<file path="config.mk">
export PLATFORM = sky130hd
export DESIGN_NAME = tmcc_top
export DESIGN_NICKNAME = d
export VERILOG_FILES = /design/src/verilog/tmcc_pkg.sv /design/src/verilog/tmcc_top.sv
export SDC_FILE = /design/constraint.sdc
export NUM_CORES = 1
export LEC_CHECK = 0
export BUFFER_PORTS_ARGS = -buffer_cell sky130_fd_sc_hd__buf_4
export CORE_MARGIN = 2
export CORE_UTILIZATION = 50
export DETAILED_ROUTE_END_ITERATION = 8
export GPL_ROUTABILITY_DRIVEN = 0
export PLACE_DENSITY = 0.78
export REMOVE_ABC_BUFFERS = 1
export SYNTH_ARGS = -nofsm -noshare
export SYNTH_HDL_FRONTEND = slang
export SYNTH_SLANG_ARGS = --single-unit
</file>
<file path="constraint.sdc">
create_clock -name core_clk_i -period 6.7 [get_ports core_clk_i]
set_clock_uncertainty 0.15 [all_clocks]
set_input_delay 0.335 -clock core_clk_i [delete_from_list [all_inputs] [get_ports core_clk_i]]
set_output_delay 0.335 -clock core_clk_i [all_outputs]
set_load 0.1 [all_outputs]
</file>
<file path="src/verilog/tmcc_pkg.sv">
// constants and types for the temperature monitor configuration block
package tmcc_pkg;

	// ----------------------------------------------------------------
	// pointer addresses
	// ----------------------------------------------------------------
	localparam logic [7:0] PTR_CFG1_RD = 8'h03;
	localparam logic [7:0] PTR_CFG1_WR = 8'h09;
	localparam logic [7:0] PTR_CFG2_ONE = 8'h1A;
	localparam logic [7:0] PTR_CFG2_TWO = 8'h3F;
	// one-shot pointer: arbitrary, a write here while halted and idle starts one sequence
	localparam logic [7:0] PTR_ONESHOT = 8'h0F;

	// ----------------------------------------------------------------
	// first configuration register fields
	// ----------------------------------------------------------------
	localparam int CFG1_MASK_BIT = 7;
	localparam int CFG1_HALT_BIT = 6;
	localparam int CFG1_PINF_BIT = 5;
	localparam int CFG1_RANGE_BIT = 2;
	localparam logic [7:0] CFG1_USED = 8'hE4;
	localparam logic [7:0] CFG1_RESET = 8'h00;

	// ----------------------------------------------------------------
	// second configuration register fields
	// ----------------------------------------------------------------
	localparam int CFG2_EXT2_BIT = 5;
	localparam int CFG2_EXT1_BIT = 4;
	localparam int CFG2_LOC_BIT = 3;
	localparam int CFG2_RFIX_BIT = 2;
	localparam logic [7:0] CFG2_USED_ONE = 8'h1C;
	localparam logic [7:0] CFG2_USED_TWO = 8'h3C;
	localparam logic [7:0] CFG2_RESET_ONE = 8'h1C;
	localparam logic [7:0] CFG2_RESET_TWO = 8'h3C;

	// ----------------------------------------------------------------
	// timing counts
	// ----------------------------------------------------------------
	localparam int CONV_CYC_DEF = 64;
	localparam int RATE_UNIT_DEF = 16;
	localparam logic [2:0] RATE_MAX = 3'h7;

	// ----------------------------------------------------------------
	// conversion sequencer states
	// ----------------------------------------------------------------
	typedef enum logic [2:0] {
		SEQ_HALT = 3'b000,
		SEQ_LOC = 3'b001,
		SEQ_EXT1 = 3'b010,
		SEQ_EXT2 = 3'b011,
		SEQ_WAIT = 3'b100
	} tmcc_seq_t;

endpackage

</file>
<file path="src/verilog/tmcc_top.sv">
// configuration registers, pin function and conversion sequencer
//
// Function
// - config one written at 09h, read at 03h
// - mask bit holds alert pin high
// - mask ignored in over-temperature pin function
// - mask change reaches pin at once
// - halt clear gives continuous rate-paced conversions
// - halt set stops at once; clear resumes
// - one-shot write while halted runs one sequence
// - pin function clear gives interrupt alert output
// - pin function set follows over-limit flags
// - range bit selects standard or extended format
// - reserved zero written; register resets to zero
// - config two at variant-dependent single address
// - correction bit on; off halves conversion time
// - local enable includes on-chip sensor
// - external enables; channel two dual variant only
// - local, ext1, ext2, then rate wait, skip disabled
// - config two reset 1Ch or 3Ch
// - rising latched flag drives alert low
module tmcc_top #(
	parameter bit DUAL_REMOTE = 1'b1,
	parameter int CONV_CYC = tmcc_pkg::CONV_CYC_DEF,
	parameter int RATE_UNIT = tmcc_pkg::RATE_UNIT_DEF
) (
	// clock and reset
	input wire logic core_clk_i,
	input wire logic rstn_i,
	// register port
	input wire logic reg_wr_i,
	input wire logic reg_rd_i,
	input wire logic [7:0] reg_ptr_i,
	input wire logic [7:0] reg_wdata_i,
	output logic [7:0] reg_rdata_o,
	// status flags from the limit logic
	input wire logic alert_flags_i,
	input wire logic remote_over_flag_i,
	input wire logic local_over_flag_i,
	// conversion rate code
	input wire logic [2:0] conv_rate_i,
	// pin and measurement control
	output logic alert_n_o,
	output logic busy_o,
	output logic [1:0] chan_o,
	output logic series_resist_fix_o,
	output logic ext_range_o
);

	// ----------------------------------------------------------------
	// variant constants
	// ----------------------------------------------------------------
	localparam logic [7:0] PTR_CFG2 =
		DUAL_REMOTE ? tmcc_pkg::PTR_CFG2_TWO : tmcc_pkg::PTR_CFG2_ONE;
	localparam logic [7:0] CFG2_USED =
		DUAL_REMOTE ? tmcc_pkg::CFG2_USED_TWO : tmcc_pkg::CFG2_USED_ONE;
	localparam logic [7:0] CFG2_RST =
		DUAL_REMOTE ? tmcc_pkg::CFG2_RESET_TWO : tmcc_pkg::CFG2_RESET_ONE;
	localparam logic [31:0] CONV_FULL = 32'(CONV_CYC);
	localparam logic [31:0] CONV_HALF = 32'((CONV_CYC + 1) / 2);
	localparam logic [31:0] RATE_BASE = 32'(RATE_UNIT);
	// longest one-shot: three channels plus entry and exit
	localparam int SHOT_MAX = 3 * CONV_CYC + 2;

	// ----------------------------------------------------------------
	// next enabled channel at or after a position
	// ----------------------------------------------------------------
	function automatic tmcc_pkg::tmcc_seq_t next_chan(
		input logic [1:0] from,
		input logic [2:0] en
	);
		tmcc_pkg::tmcc_seq_t r;
		r = tmcc_pkg::SEQ_WAIT;
		if (from <= 2'h2 && en[2]) begin
			r = tmcc_pkg::SEQ_EXT2;
		end
		if (from <= 2'h1 && en[1]) begin
			r = tmcc_pkg::SEQ_EXT1;
		end
		if (from == 2'h0 && en[0]) begin
			r = tmcc_pkg::SEQ_LOC;
		end
		return r;
	endfunction

	// ----------------------------------------------------------------
	// register state
	// ----------------------------------------------------------------
	logic [7:0] cfg1_q, cfg1_d;
	logic [7:0] cfg2_q, cfg2_d;
	logic [7:0] rdata_q, rdata_d;
	tmcc_pkg::tmcc_seq_t seq_q, seq_d;
	logic [31:0] tmr_q, tmr_d;
	logic oneshot_q, oneshot_d;
	logic flags_q;
	logic alert_st_q, alert_st_d;
	logic alert_n_q, alert_n_d;
	logic busy_q, busy_d;
	logic [1:0] chan_q, chan_d;

	// ----------------------------------------------------------------
	// decode
	// ----------------------------------------------------------------
	wire wr_cfg1 = reg_wr_i && reg_ptr_i == tmcc_pkg::PTR_CFG1_WR;
	wire wr_cfg2 = reg_wr_i && reg_ptr_i == PTR_CFG2;
	wire wr_shot = reg_wr_i && reg_ptr_i == tmcc_pkg::PTR_ONESHOT;
	wire rd_cfg1 = reg_ptr_i == tmcc_pkg::PTR_CFG1_RD;
	wire rd_cfg2 = reg_ptr_i == PTR_CFG2;

	wire mask_bit = cfg1_q[tmcc_pkg::CFG1_MASK_BIT];
	wire halt_bit = cfg1_q[tmcc_pkg::CFG1_HALT_BIT];
	wire pinf_bit = cfg1_q[tmcc_pkg::CFG1_PINF_BIT];
	wire [2:0] chan_en = {
		cfg2_q[tmcc_pkg::CFG2_EXT2_BIT],
		cfg2_q[tmcc_pkg::CFG2_EXT1_BIT],
		cfg2_q[tmcc_pkg::CFG2_LOC_BIT]
	};
	wire rfix_bit = cfg2_q[tmcc_pkg::CFG2_RFIX_BIT];

	// ----------------------------------------------------------------
	// register writes and reads
	// ----------------------------------------------------------------
	// write port and read view
	assign cfg1_d = wr_cfg1 ? (reg_wdata_i & tmcc_pkg::CFG1_USED) : cfg1_q;
	// ext2 kept only on dual variant
	assign cfg2_d = wr_cfg2 ? (reg_wdata_i & CFG2_USED) : cfg2_q;
	assign rdata_d = !reg_rd_i ? rdata_q :
		rd_cfg1 ? cfg1_q :
		rd_cfg2 ? cfg2_q : 8'h00;

	// ----------------------------------------------------------------
	// alert pin
	// ----------------------------------------------------------------
	// rising flag sets alert state
	assign alert_st_d = (alert_flags_i && !flags_q) ? 1'b1 :
		(alert_flags_i ? alert_st_q : 1'b0);
	assign alert_n_d = pinf_bit ?
		!(remote_over_flag_i || local_over_flag_i) :
		!(alert_st_d && !mask_bit);

	// ----------------------------------------------------------------
	// conversion sequencer
	// ----------------------------------------------------------------
	// correction off halves conversion time
	wire [31:0] conv_len = rfix_bit ? CONV_FULL : CONV_HALF;
	wire [31:0] wait_len = RATE_BASE << (tmcc_pkg::RATE_MAX - conv_rate_i);
	wire tmr_done = tmr_q <= 32'h0000_0001;

	always_comb begin
		seq_d = seq_q;
		tmr_d = tmr_done ? 32'h0000_0000 : tmr_q - 32'h0000_0001;
		oneshot_d = oneshot_q;
		case (seq_q)
			tmcc_pkg::SEQ_HALT: begin
				tmr_d = 32'h0000_0000;
				if (!halt_bit || wr_shot) begin
					oneshot_d = halt_bit;
					seq_d = next_chan(2'h0, chan_en);
					tmr_d = (seq_d == tmcc_pkg::SEQ_WAIT) ?
						wait_len : conv_len;
				end
			end
			tmcc_pkg::SEQ_LOC, tmcc_pkg::SEQ_EXT1, tmcc_pkg::SEQ_EXT2: begin
				if (tmr_done) begin
					// next enabled channel in order
					// state code is one past its own position
					seq_d = next_chan(seq_q[1:0], chan_en);
					tmr_d = (seq_d == tmcc_pkg::SEQ_WAIT) ?
						wait_len : conv_len;
					// back to halt after one sequence
					if (seq_d == tmcc_pkg::SEQ_WAIT && oneshot_q) begin
						seq_d = tmcc_pkg::SEQ_HALT;
						oneshot_d = 1'b0;
					end
				end
			end
			tmcc_pkg::SEQ_WAIT: begin
				// one-shot with no channel enabled ends here
				if (oneshot_q) begin
					seq_d = tmcc_pkg::SEQ_HALT;
					oneshot_d = 1'b0;
					tmr_d = 32'h0000_0000;
				end else if (tmr_done) begin
					seq_d = next_chan(2'h0, chan_en);
					tmr_d = (seq_d == tmcc_pkg::SEQ_WAIT) ?
						wait_len : conv_len;
				end
			end
			default: begin
				seq_d = tmcc_pkg::SEQ_HALT;
				tmr_d = 32'h0000_0000;
			end
		endcase
		// halt stops continuous conversion at once
		if (halt_bit && !oneshot_q && seq_q != tmcc_pkg::SEQ_HALT) begin
			seq_d = tmcc_pkg::SEQ_HALT;
			tmr_d = 32'h0000_0000;
		end
	end

	assign busy_d = seq_d == tmcc_pkg::SEQ_LOC ||
		seq_d == tmcc_pkg::SEQ_EXT1 || seq_d == tmcc_pkg::SEQ_EXT2;
	assign chan_d = busy_d ? seq_d[1:0] - 2'h1 : 2'h0;

	// ----------------------------------------------------------------
	// flip-flops
	// ----------------------------------------------------------------
	always_ff @(posedge core_clk_i) begin
		if (!rstn_i) begin
			cfg1_q <= tmcc_pkg::CFG1_RESET;
			cfg2_q <= CFG2_RST;
			rdata_q <= 8'h00;
			seq_q <= tmcc_pkg::SEQ_HALT;
			tmr_q <= 32'h0000_0000;
			oneshot_q <= 1'b0;
			flags_q <= 1'b0;
			alert_st_q <= 1'b0;
			alert_n_q <= 1'b1;
			busy_q <= 1'b0;
			chan_q <= 2'h0;
		end else begin
			cfg1_q <= cfg1_d;
			cfg2_q <= cfg2_d;
			rdata_q <= rdata_d;
			seq_q <= seq_d;
			tmr_q <= tmr_d;
			oneshot_q <= oneshot_d;
			flags_q <= alert_flags_i;
			alert_st_q <= alert_st_d;
			alert_n_q <= alert_n_d;
			busy_q <= busy_d;
			chan_q <= chan_d;
		end
	end

	assign reg_rdata_o = rdata_q;
	assign alert_n_o = alert_n_q;
	assign busy_o = busy_q;
	assign chan_o = chan_q;
	assign series_resist_fix_o = rfix_bit;
	assign ext_range_o = cfg1_q[tmcc_pkg::CFG1_RANGE_BIT];

	// ----------------------------------------------------------------
	// checks
	// ----------------------------------------------------------------
	AST_CFG1_READ: assert property (
		@(posedge core_clk_i) disable iff (!rstn_i)
		reg_wr_i && reg_ptr_i == tmcc_pkg::PTR_CFG1_WR ##1
		(!reg_wr_i) [*2] ##1
		reg_rd_i && !reg_wr_i && reg_ptr_i == tmcc_pkg::PTR_CFG1_RD
		|=> reg_rdata_o == ($past(reg_wdata_i, 4) & tmcc_pkg::CFG1_USED))
		else $error("config one readback differs from write");
	AST_MASK_HIGH: assert property (
		@(posedge core_clk_i) disable iff (!rstn_i)
		cfg1_q[tmcc_pkg::CFG1_MASK_BIT] && !cfg1_q[tmcc_pkg::CFG1_PINF_BIT]
		|=> alert_n_o)
		else $error("masked alert pin went low");
	AST_OVERTEMP_OUT_NOMASK: assert property (
		@(posedge core_clk_i) disable iff (!rstn_i)
		cfg1_q[tmcc_pkg::CFG1_PINF_BIT] && remote_over_flag_i
		|=> !alert_n_o)
		else $error("over-temperature pin not low");
	AST_ALERT_RISE: assert property (
		@(posedge core_clk_i) disable iff (!rstn_i)
		!cfg1_q[tmcc_pkg::CFG1_PINF_BIT] && !cfg1_q[tmcc_pkg::CFG1_MASK_BIT]
		&& alert_flags_i && !$past(alert_flags_i) |=> !alert_n_o)
		else $error("alert did not go low on rising flag");
	AST_HALT_STOP: assert property (
		@(posedge core_clk_i) disable iff (!rstn_i)
		cfg1_q[tmcc_pkg::CFG1_HALT_BIT] && !oneshot_q && !wr_shot
		|=> !busy_o)
		else $error("converting while halted");
	AST_RESUME: assert property (
		@(posedge core_clk_i) disable iff (!rstn_i)
		seq_q == tmcc_pkg::SEQ_HALT && !cfg1_q[tmcc_pkg::CFG1_HALT_BIT]
		|=> seq_q != tmcc_pkg::SEQ_HALT)
		else $error("sequencer did not resume");
	AST_ONESHOT: assert property (
		@(posedge core_clk_i) disable iff (!rstn_i)
		seq_q == tmcc_pkg::SEQ_HALT && cfg1_q[tmcc_pkg::CFG1_HALT_BIT]
		&& wr_shot |=> oneshot_q)
		else $error("one-shot not started");
	AST_ORDER: assert property (
		@(posedge core_clk_i) disable iff (!rstn_i)
		seq_q == tmcc_pkg::SEQ_EXT1 && seq_d != tmcc_pkg::SEQ_EXT1
		|-> seq_d != tmcc_pkg::SEQ_LOC)
		else $error("sequence went backwards");
	AST_RESERVED: assert property (
		@(posedge core_clk_i) disable iff (!rstn_i)
		(cfg1_q & ~tmcc_pkg::CFG1_USED) == 8'h00
		&& (cfg2_q & ~CFG2_USED) == 8'h00)
		else $error("reserved bit set");
	AST_CFG2_READ: assert property (
		@(posedge core_clk_i) disable iff (!rstn_i)
		reg_wr_i && reg_ptr_i == PTR_CFG2 ##1 (!reg_wr_i) [*2] ##1
		reg_rd_i && !reg_wr_i && reg_ptr_i == PTR_CFG2
		|=> reg_rdata_o == ($past(reg_wdata_i, 4) & CFG2_USED))
		else $error("config two readback differs from write");
	AST_HALT_HOLD: assert property (
		@(posedge core_clk_i) disable iff (!rstn_i)
		seq_q == tmcc_pkg::SEQ_HALT && cfg1_q[tmcc_pkg::CFG1_HALT_BIT]
		&& !wr_shot |=> seq_q == tmcc_pkg::SEQ_HALT)
		else $error("left halt without a one-shot");
	AST_SHOT_END: assert property (
		@(posedge core_clk_i) disable iff (!rstn_i)
		seq_q == tmcc_pkg::SEQ_HALT && cfg1_q[tmcc_pkg::CFG1_HALT_BIT]
		&& wr_shot |-> ##[1:SHOT_MAX] seq_q == tmcc_pkg::SEQ_HALT)
		else $error("one-shot did not return to halt");
	AST_SKIP_LOCAL: assert property (
		@(posedge core_clk_i) disable iff (!rstn_i)
		(seq_q == tmcc_pkg::SEQ_HALT || seq_q == tmcc_pkg::SEQ_WAIT)
		&& !cfg2_q[tmcc_pkg::CFG2_LOC_BIT] |=> !busy_o || chan_o != 2'h0)
		else $error("disabled local channel converted");
	AST_CHAN_IDLE: assert property (
		@(posedge core_clk_i) disable iff (!rstn_i)
		!busy_o |-> chan_o == 2'h0)
		else $error("channel code not zero while idle");
	AST_OVER_LOCAL: assert property (
		@(posedge core_clk_i) disable iff (!rstn_i)
		cfg1_q[tmcc_pkg::CFG1_PINF_BIT] && local_over_flag_i |=> !alert_n_o)
		else $error("local over-limit did not pull pin low");
	AST_OVER_CLEAR: assert property (
		@(posedge core_clk_i) disable iff (!rstn_i)
		cfg1_q[tmcc_pkg::CFG1_PINF_BIT] && !remote_over_flag_i
		&& !local_over_flag_i |=> alert_n_o)
		else $error("over-temperature pin low without a flag");
	AST_ALERT_CLEAR: assert property (
		@(posedge core_clk_i) disable iff (!rstn_i)
		!cfg1_q[tmcc_pkg::CFG1_PINF_BIT] && !alert_flags_i |=> alert_n_o)
		else $error("alert pin low with no flag");

endmodule
</file>
# After elaboration in Yosys (flattened, before gate mapping)
# Index checks and enable logic that the tools add are counted.
# totals
ff_bits,58
in_bits,26
out_inout_bits,14
elab_cells,103
# op_classes
addsub,3
n_lt_le_gt_ge,3
eq_ne,17
shift,1
muxes,38
n_bitwise,1
reduce_logical,29
# op_table
op,n
$mux W32,7
$pmux W32 S3,1
$mux W3,19
$le A32 B1 Y1 const B,1
$shl A5 B3 Y32 const A,1
$sub A32 B1 Y32 const B,1
$eq A8 B4 Y1 const B,2
$eq A3 B2 Y1 const B,4
$eq A3 B3 Y1 const B,4
$logic_and A1 B1 Y1,11
$pmux W3 S3,1
$eq A8 B2 Y1 const B,1
$eq A8 B6 Y1 const B,1
$mux W8,1
$mux W7,1
$eq A3 B1 Y1 const B,2
$logic_not A1 Y1,6
$mux W1,6
$mux W6,1
$ne A2 B2 Y1 const B,3
$reduce_bool A3 Y1,2
$logic_or A1 B1 Y1,4
$reduce_and A4 Y1,1
$logic_not A3 Y1,1
other kinds (10),10

# Depth between registers and ports, before layout
# logic_depth
depth_word,17
ltp_mapped,10
depth_no_buf,10

# Least setup slack after synthesis
# Ideal clock, no wire load.
# synth_timing
path_type,register to register
start,register tmr_q[15]
end,register chan_q[0] (netlist: chan_o[0])
setup_time_ns,0.079
arrival_ns,3.089
required_time_ns,6.471
slack_ns,3.382
path_stages_with_launch,10
n_path_buf,0
path_cell_list,dfxtp_1 -> or4_4 -> or4_4 -> nor4_4 -> nor2_2 -> o41ai_1 -> ha_1 -> nor3_1 -> or3b_2 -> a211oi_2
# synth_between
elab_chain_len,9
word_cells_on_any_way,13
classes_between,add/sub: 1; order compare: 1; eq/ne: 3; mux: 5; reduce/logical: 3
# synth_rtl
item,line,source
from (decl),tmcc_top.sv:93,"logic [31:0] tmr_q, tmr_d;"
from (signal assigned),tmcc_top.sv:226,tmr_q <= tmr_d;
$le A32 B1 Y1 (*),tmcc_top.sv:147,wire tmr_done = tmr_q <= 32'h0000_0001;
$mux W3,tmcc_top.sv:183,end else if (tmr_done) begin
$mux W3,tmcc_top.sv:179,if (oneshot_q) begin
$pmux W3 S3 (*),tmcc_top.sv:153,case (seq_q)
$mux W3 (*),tmcc_top.sv:195,if (halt_bit && !oneshot_q && seq_q != tmcc_pkg::SEQ_HALT) begin
via seq_d[1],tmcc_top.sv:92,"tmcc_pkg::tmcc_seq_t seq_q, seq_d;"
$eq A3 B1 Y1 / $eq A3 B2 Y1 (equally long branches),"tmcc_top.sv:201, tmcc_top.sv:202",
$logic_or A1 B1 Y1,tmcc_top.sv:201,assign busy_d = seq_d == tmcc_pkg::SEQ_LOC ||
$logic_or A1 B1 Y1 (*),tmcc_top.sv:202,seq_d == tmcc_pkg::SEQ_EXT1 || seq_d == tmcc_pkg::SEQ_EXT2;
$reduce_and A2 Y1 (no line) (*),n/a,
to (signal assigned),tmcc_top.sv:232,chan_q <= chan_d;
to (decl),tmcc_top.sv:99,"logic [1:0] chan_q, chan_d;"
# Mark *: on every way through the listed nets, which the timed path passes. The rest lies on a longest branch.
# A chain may end at the register's enable or synchronous reset.

# Final worst setup path
# layout_timing
start,register tmr_q[15]
end,register chan_q[1] (netlist: chan_o[1])
# layout_between
elab_chain_len,9
word_cells_on_any_way,13
classes_between,add/sub: 1; order compare: 1; eq/ne: 3; mux: 5; reduce/logical: 3
# layout_rtl
item,line
$le A32 B1 Y1 (*),tmcc_top.sv:147
$mux W3,tmcc_top.sv:183
$mux W3,tmcc_top.sv:179
$pmux W3 S3 (*),tmcc_top.sv:153
$mux W3 (*),tmcc_top.sv:195
via seq_d[1],tmcc_top.sv:92
$eq A3 B1 Y1 / $eq A3 B2 Y1 (equally long branches),"tmcc_top.sv:201, tmcc_top.sv:202"
$logic_or A1 B1 Y1,tmcc_top.sv:201
$logic_or A1 B1 Y1,tmcc_top.sv:202
$reduce_and A2 Y1 (no line),n/a
# Marked as above.

==> results by group <==
Clock network
  • Clock tree root buffer cell: clkbuf_8
  • Clk_lat worst skew: 0.32 ns
  • CTS buffer count: 5
  • CTS max path bufs: 2
  • Clk sinks: 56
  • Post-CTS Setup Inserts: 0
  • CTS tree: yes
  • Hold buffer count at CTS: 0
  • Post_cts resized: 0
  • # H-tree levels: 2
  • Clk slew on worst S/H paths: 0.11 ns

Power and ir drop
  • Total power: approximately 2.1 mW
  • Ratio of total power to cell area: 598 mW/mm^2
  • Leakage power: around 1.4 nW
  • Maximum VDD drop: about 0.37 mV

Critical path
  • Critical path required time: 6.80 ns
  • Buf/Inv on CP: 0
  • Crit path top cell by count: or4_4
  • CP max stage delay: between 0.5 and 0.6 ns
  • Worst Setup End Kind: register
  • Critical path cell sequence: or4_4 -> or4_4 -> nor4_4 -> nor2_2 -> o41ai_1 -> ha_1 -> nor3_1 -> or3b_2 -> a211oi_2
  • Critical path fanouts, max: 4
  • Crit Path Class: reg -> reg
  • Slowest-stage cell, CP: or4_4
  • CP arrival: 3.68 ns
  • Crit path max-delay family: simple AND/OR/NAND/NOR gates
  • Critical path launch point type: register

Floorplanning
  • # rows: 28
  • Die Ht: 82.2 um
  • Area of the core: 0.00592 sq mm
  • Initial Util: 51.7%
  • I/O pins: 40
  • Die W: 82.2 um
  • Die area: 0.00676 sq mm

Yosys
  • Xor/xnor share of the synthesized area: 7.73%
  • Simple-Gate Fraction of Synth Area: about a third
  • Top_reg_cell synth: dfxtp_1
  • Largest family of logic cells by synthesized area: simple AND/OR/NAND/NOR gates
  • Yosys warns: 0
  • Yosys reg bits: 56
  • Compound-Gate Fraction of Synth Area: approximately 15%
  • Most common library cells after synthesis: dfxtp_1, nor2_1, nand3_1
  • Share of the synthesized area in the top cell type: 36.6%
  • Post-Synthesis Cells: 350
  • Post-Syn Area per Cell: approximately 8.7 sq um
  • Cell taking the most area after synthesis: dfxtp_1
  • Post-synth cell types: 69
  • Sequential-to-total area share from yosys stat: ~37%
  • Most common cell in the netlist: dfxtp_1
  • Main area contributors after synthesis: dfxtp_1, xor2_1, nor2_1
  • Post-Synth Adder-Cell Area: roughly 2%
  • Proportion of synthesized area in mux cells: 2.33%
  • Number of flops mapped to enable cells by yosys: 0
  • Mapped Area: 0.00306 sq mm
  • Post-synth ARST share: 0%

Drt
  • Total Wirelength: about 7 mm
  • Antenna Nets Post-Route: 0
  • Detail-routed via count per cell: 5.88
  • DRT iter0 DRCs: 258
  • WL/cell: 15.2 um
  • Via Count: 2,671
  • DR pass1 iterations: 5
  • DRC: 0

Run status
  • Status: complete, no violations

GRT
  • Global-route wire length before repair: approximately 12 mm
  • Gr usage total: 22.1%
  • Initial antenna violation count: 0
  • Grt ovf: 0
  • Largest net degree at the start of global routing: 31
  • Vias in the first global route: 2,441

Cells and area
  • Post-Layout Inst Area: 0.00345 sq mm
  • Share of cells above drive strength 1: between 10% and 20%
  • Final cell count without fillers: about 450
  • P&R area growth vs syn: 12.8%
  • Ant. Diodes: 0
  • Final Util: 58.3%
  • Final net count: approximately 410

Flow run
  • Max Cap Viol: 0

Place
  • Area after DPL: 0.00335 sq mm
  • # placed instances: 446
  • I/O Buffers: 35
  • Detail Placement HPWL: approximately 5 mm
  • DP Worst Slack: approximately 3.1 ns

Timing
  • Final min period: about 3.6 ns
  • Sum Neg Setup Slack: 0 ns
  • RSZ-0062 raised after global routing: no
  • Worst-margin pin slew: slightly below 1 ns
  • Slew Viols, Final: 0
  • Setup WS post-layout: between 3 and 4 ns
  • Fmax: 279 MHz
  • Final worst path period share: between 50% and 60%
  • Final Setup Violations: 0
  • Hold slack: 0.0962 ns
  • Relative max-transition margin: 35.3%
  • Final Hold Fails: 0

Worst hold path
  • HP Class: in -> reg
-- path summary, 6_finish.rpt --
kind                                      from             end  slack [ns]  cells past startpoint
worst max-delay path                 tmr_q[15]       chan_o[1]        3.12                      9
worst min-delay path            reg_wdata_i[4]       cfg2_q[4]         0.1                      3
worst max register to register       tmr_q[15]       chan_o[1]        3.12                      9
worst min register to register  reg_rdata_o[7]  reg_rdata_o[7]        0.33                      2
-- cells in the final DEF (no fill, tap or decap), types with 9 or more instances in the layout --
cell	instances
nand2b_1	10
nand3_1	26
a21oi_1	11
nand2_1	15
buf_4	37
inv_1	9
nor2_1	42
dfxtp_1	56
xor2_1	22
-- power breakdown --
group	switching [mW]	internal [mW]	total, mW
combinational	0.795	0.519	1.31
clock	0.118	0.0869	0.205
sequential	0.113	0.432	0.545
-- final cells by class --
cell class,count,area [sq um]
clock buffers,6,82.6
multi-input cells,269,1820
fillers,548,2470
flip-flops and latches,56,1120
inverters,9,33.8
repair buffers,37,278
clock inverters,2,17.5
well taps,75,93.8
-- worst reg2reg max path, cell delays in order (launching register included) --
cell      delay, ns
dfxtp_1        0.34
or4_4          0.56
or4_4          0.56
nor4_4         0.35
nor2_2         0.11
o41ai_1        0.47
ha_1           0.23
nor3_1         0.05
or3b_2         0.48
a211oi_2       0.21
-- layer usage --
| layer | up-vias | GRT usage, % | share of wire (%) |
|---|---|---|---|
| li1 | 1347 | - | - |
| met1 | 1252 | 30.5 | 47 |
| met2 | 64 | 35.6 | 46 |
| met3 | 8 | 3.59 | 5.1 |
| met4 | 0 | 6.67 | 1.4 |
| met5 | - | 0 | 0 |
-- state kept, by name, summed over array words and instances (netlist names) --
register and cells:
flags_q 1, reg_rdata_o 6, seq_q 3, cfg1_q 4, oneshot_q 1, cfg2_q 4, alert_n_o 1, busy_o 1
chan_o 2, tmr_q 32, alert_st_q 1
-- logic make-up after synthesis --
kind of cell             count (synthesis)
buffers and inverters                   26
other                                    1
AND/OR/NAND/NOR                        166
AO/OA/AOI/OAI                           62
XOR/XNOR                                27
flip-flops                              56
adder cells (fa/ha/maj)                  5
multiplexers                             7
Note: power is estimated with default switching activity, not from simulation.
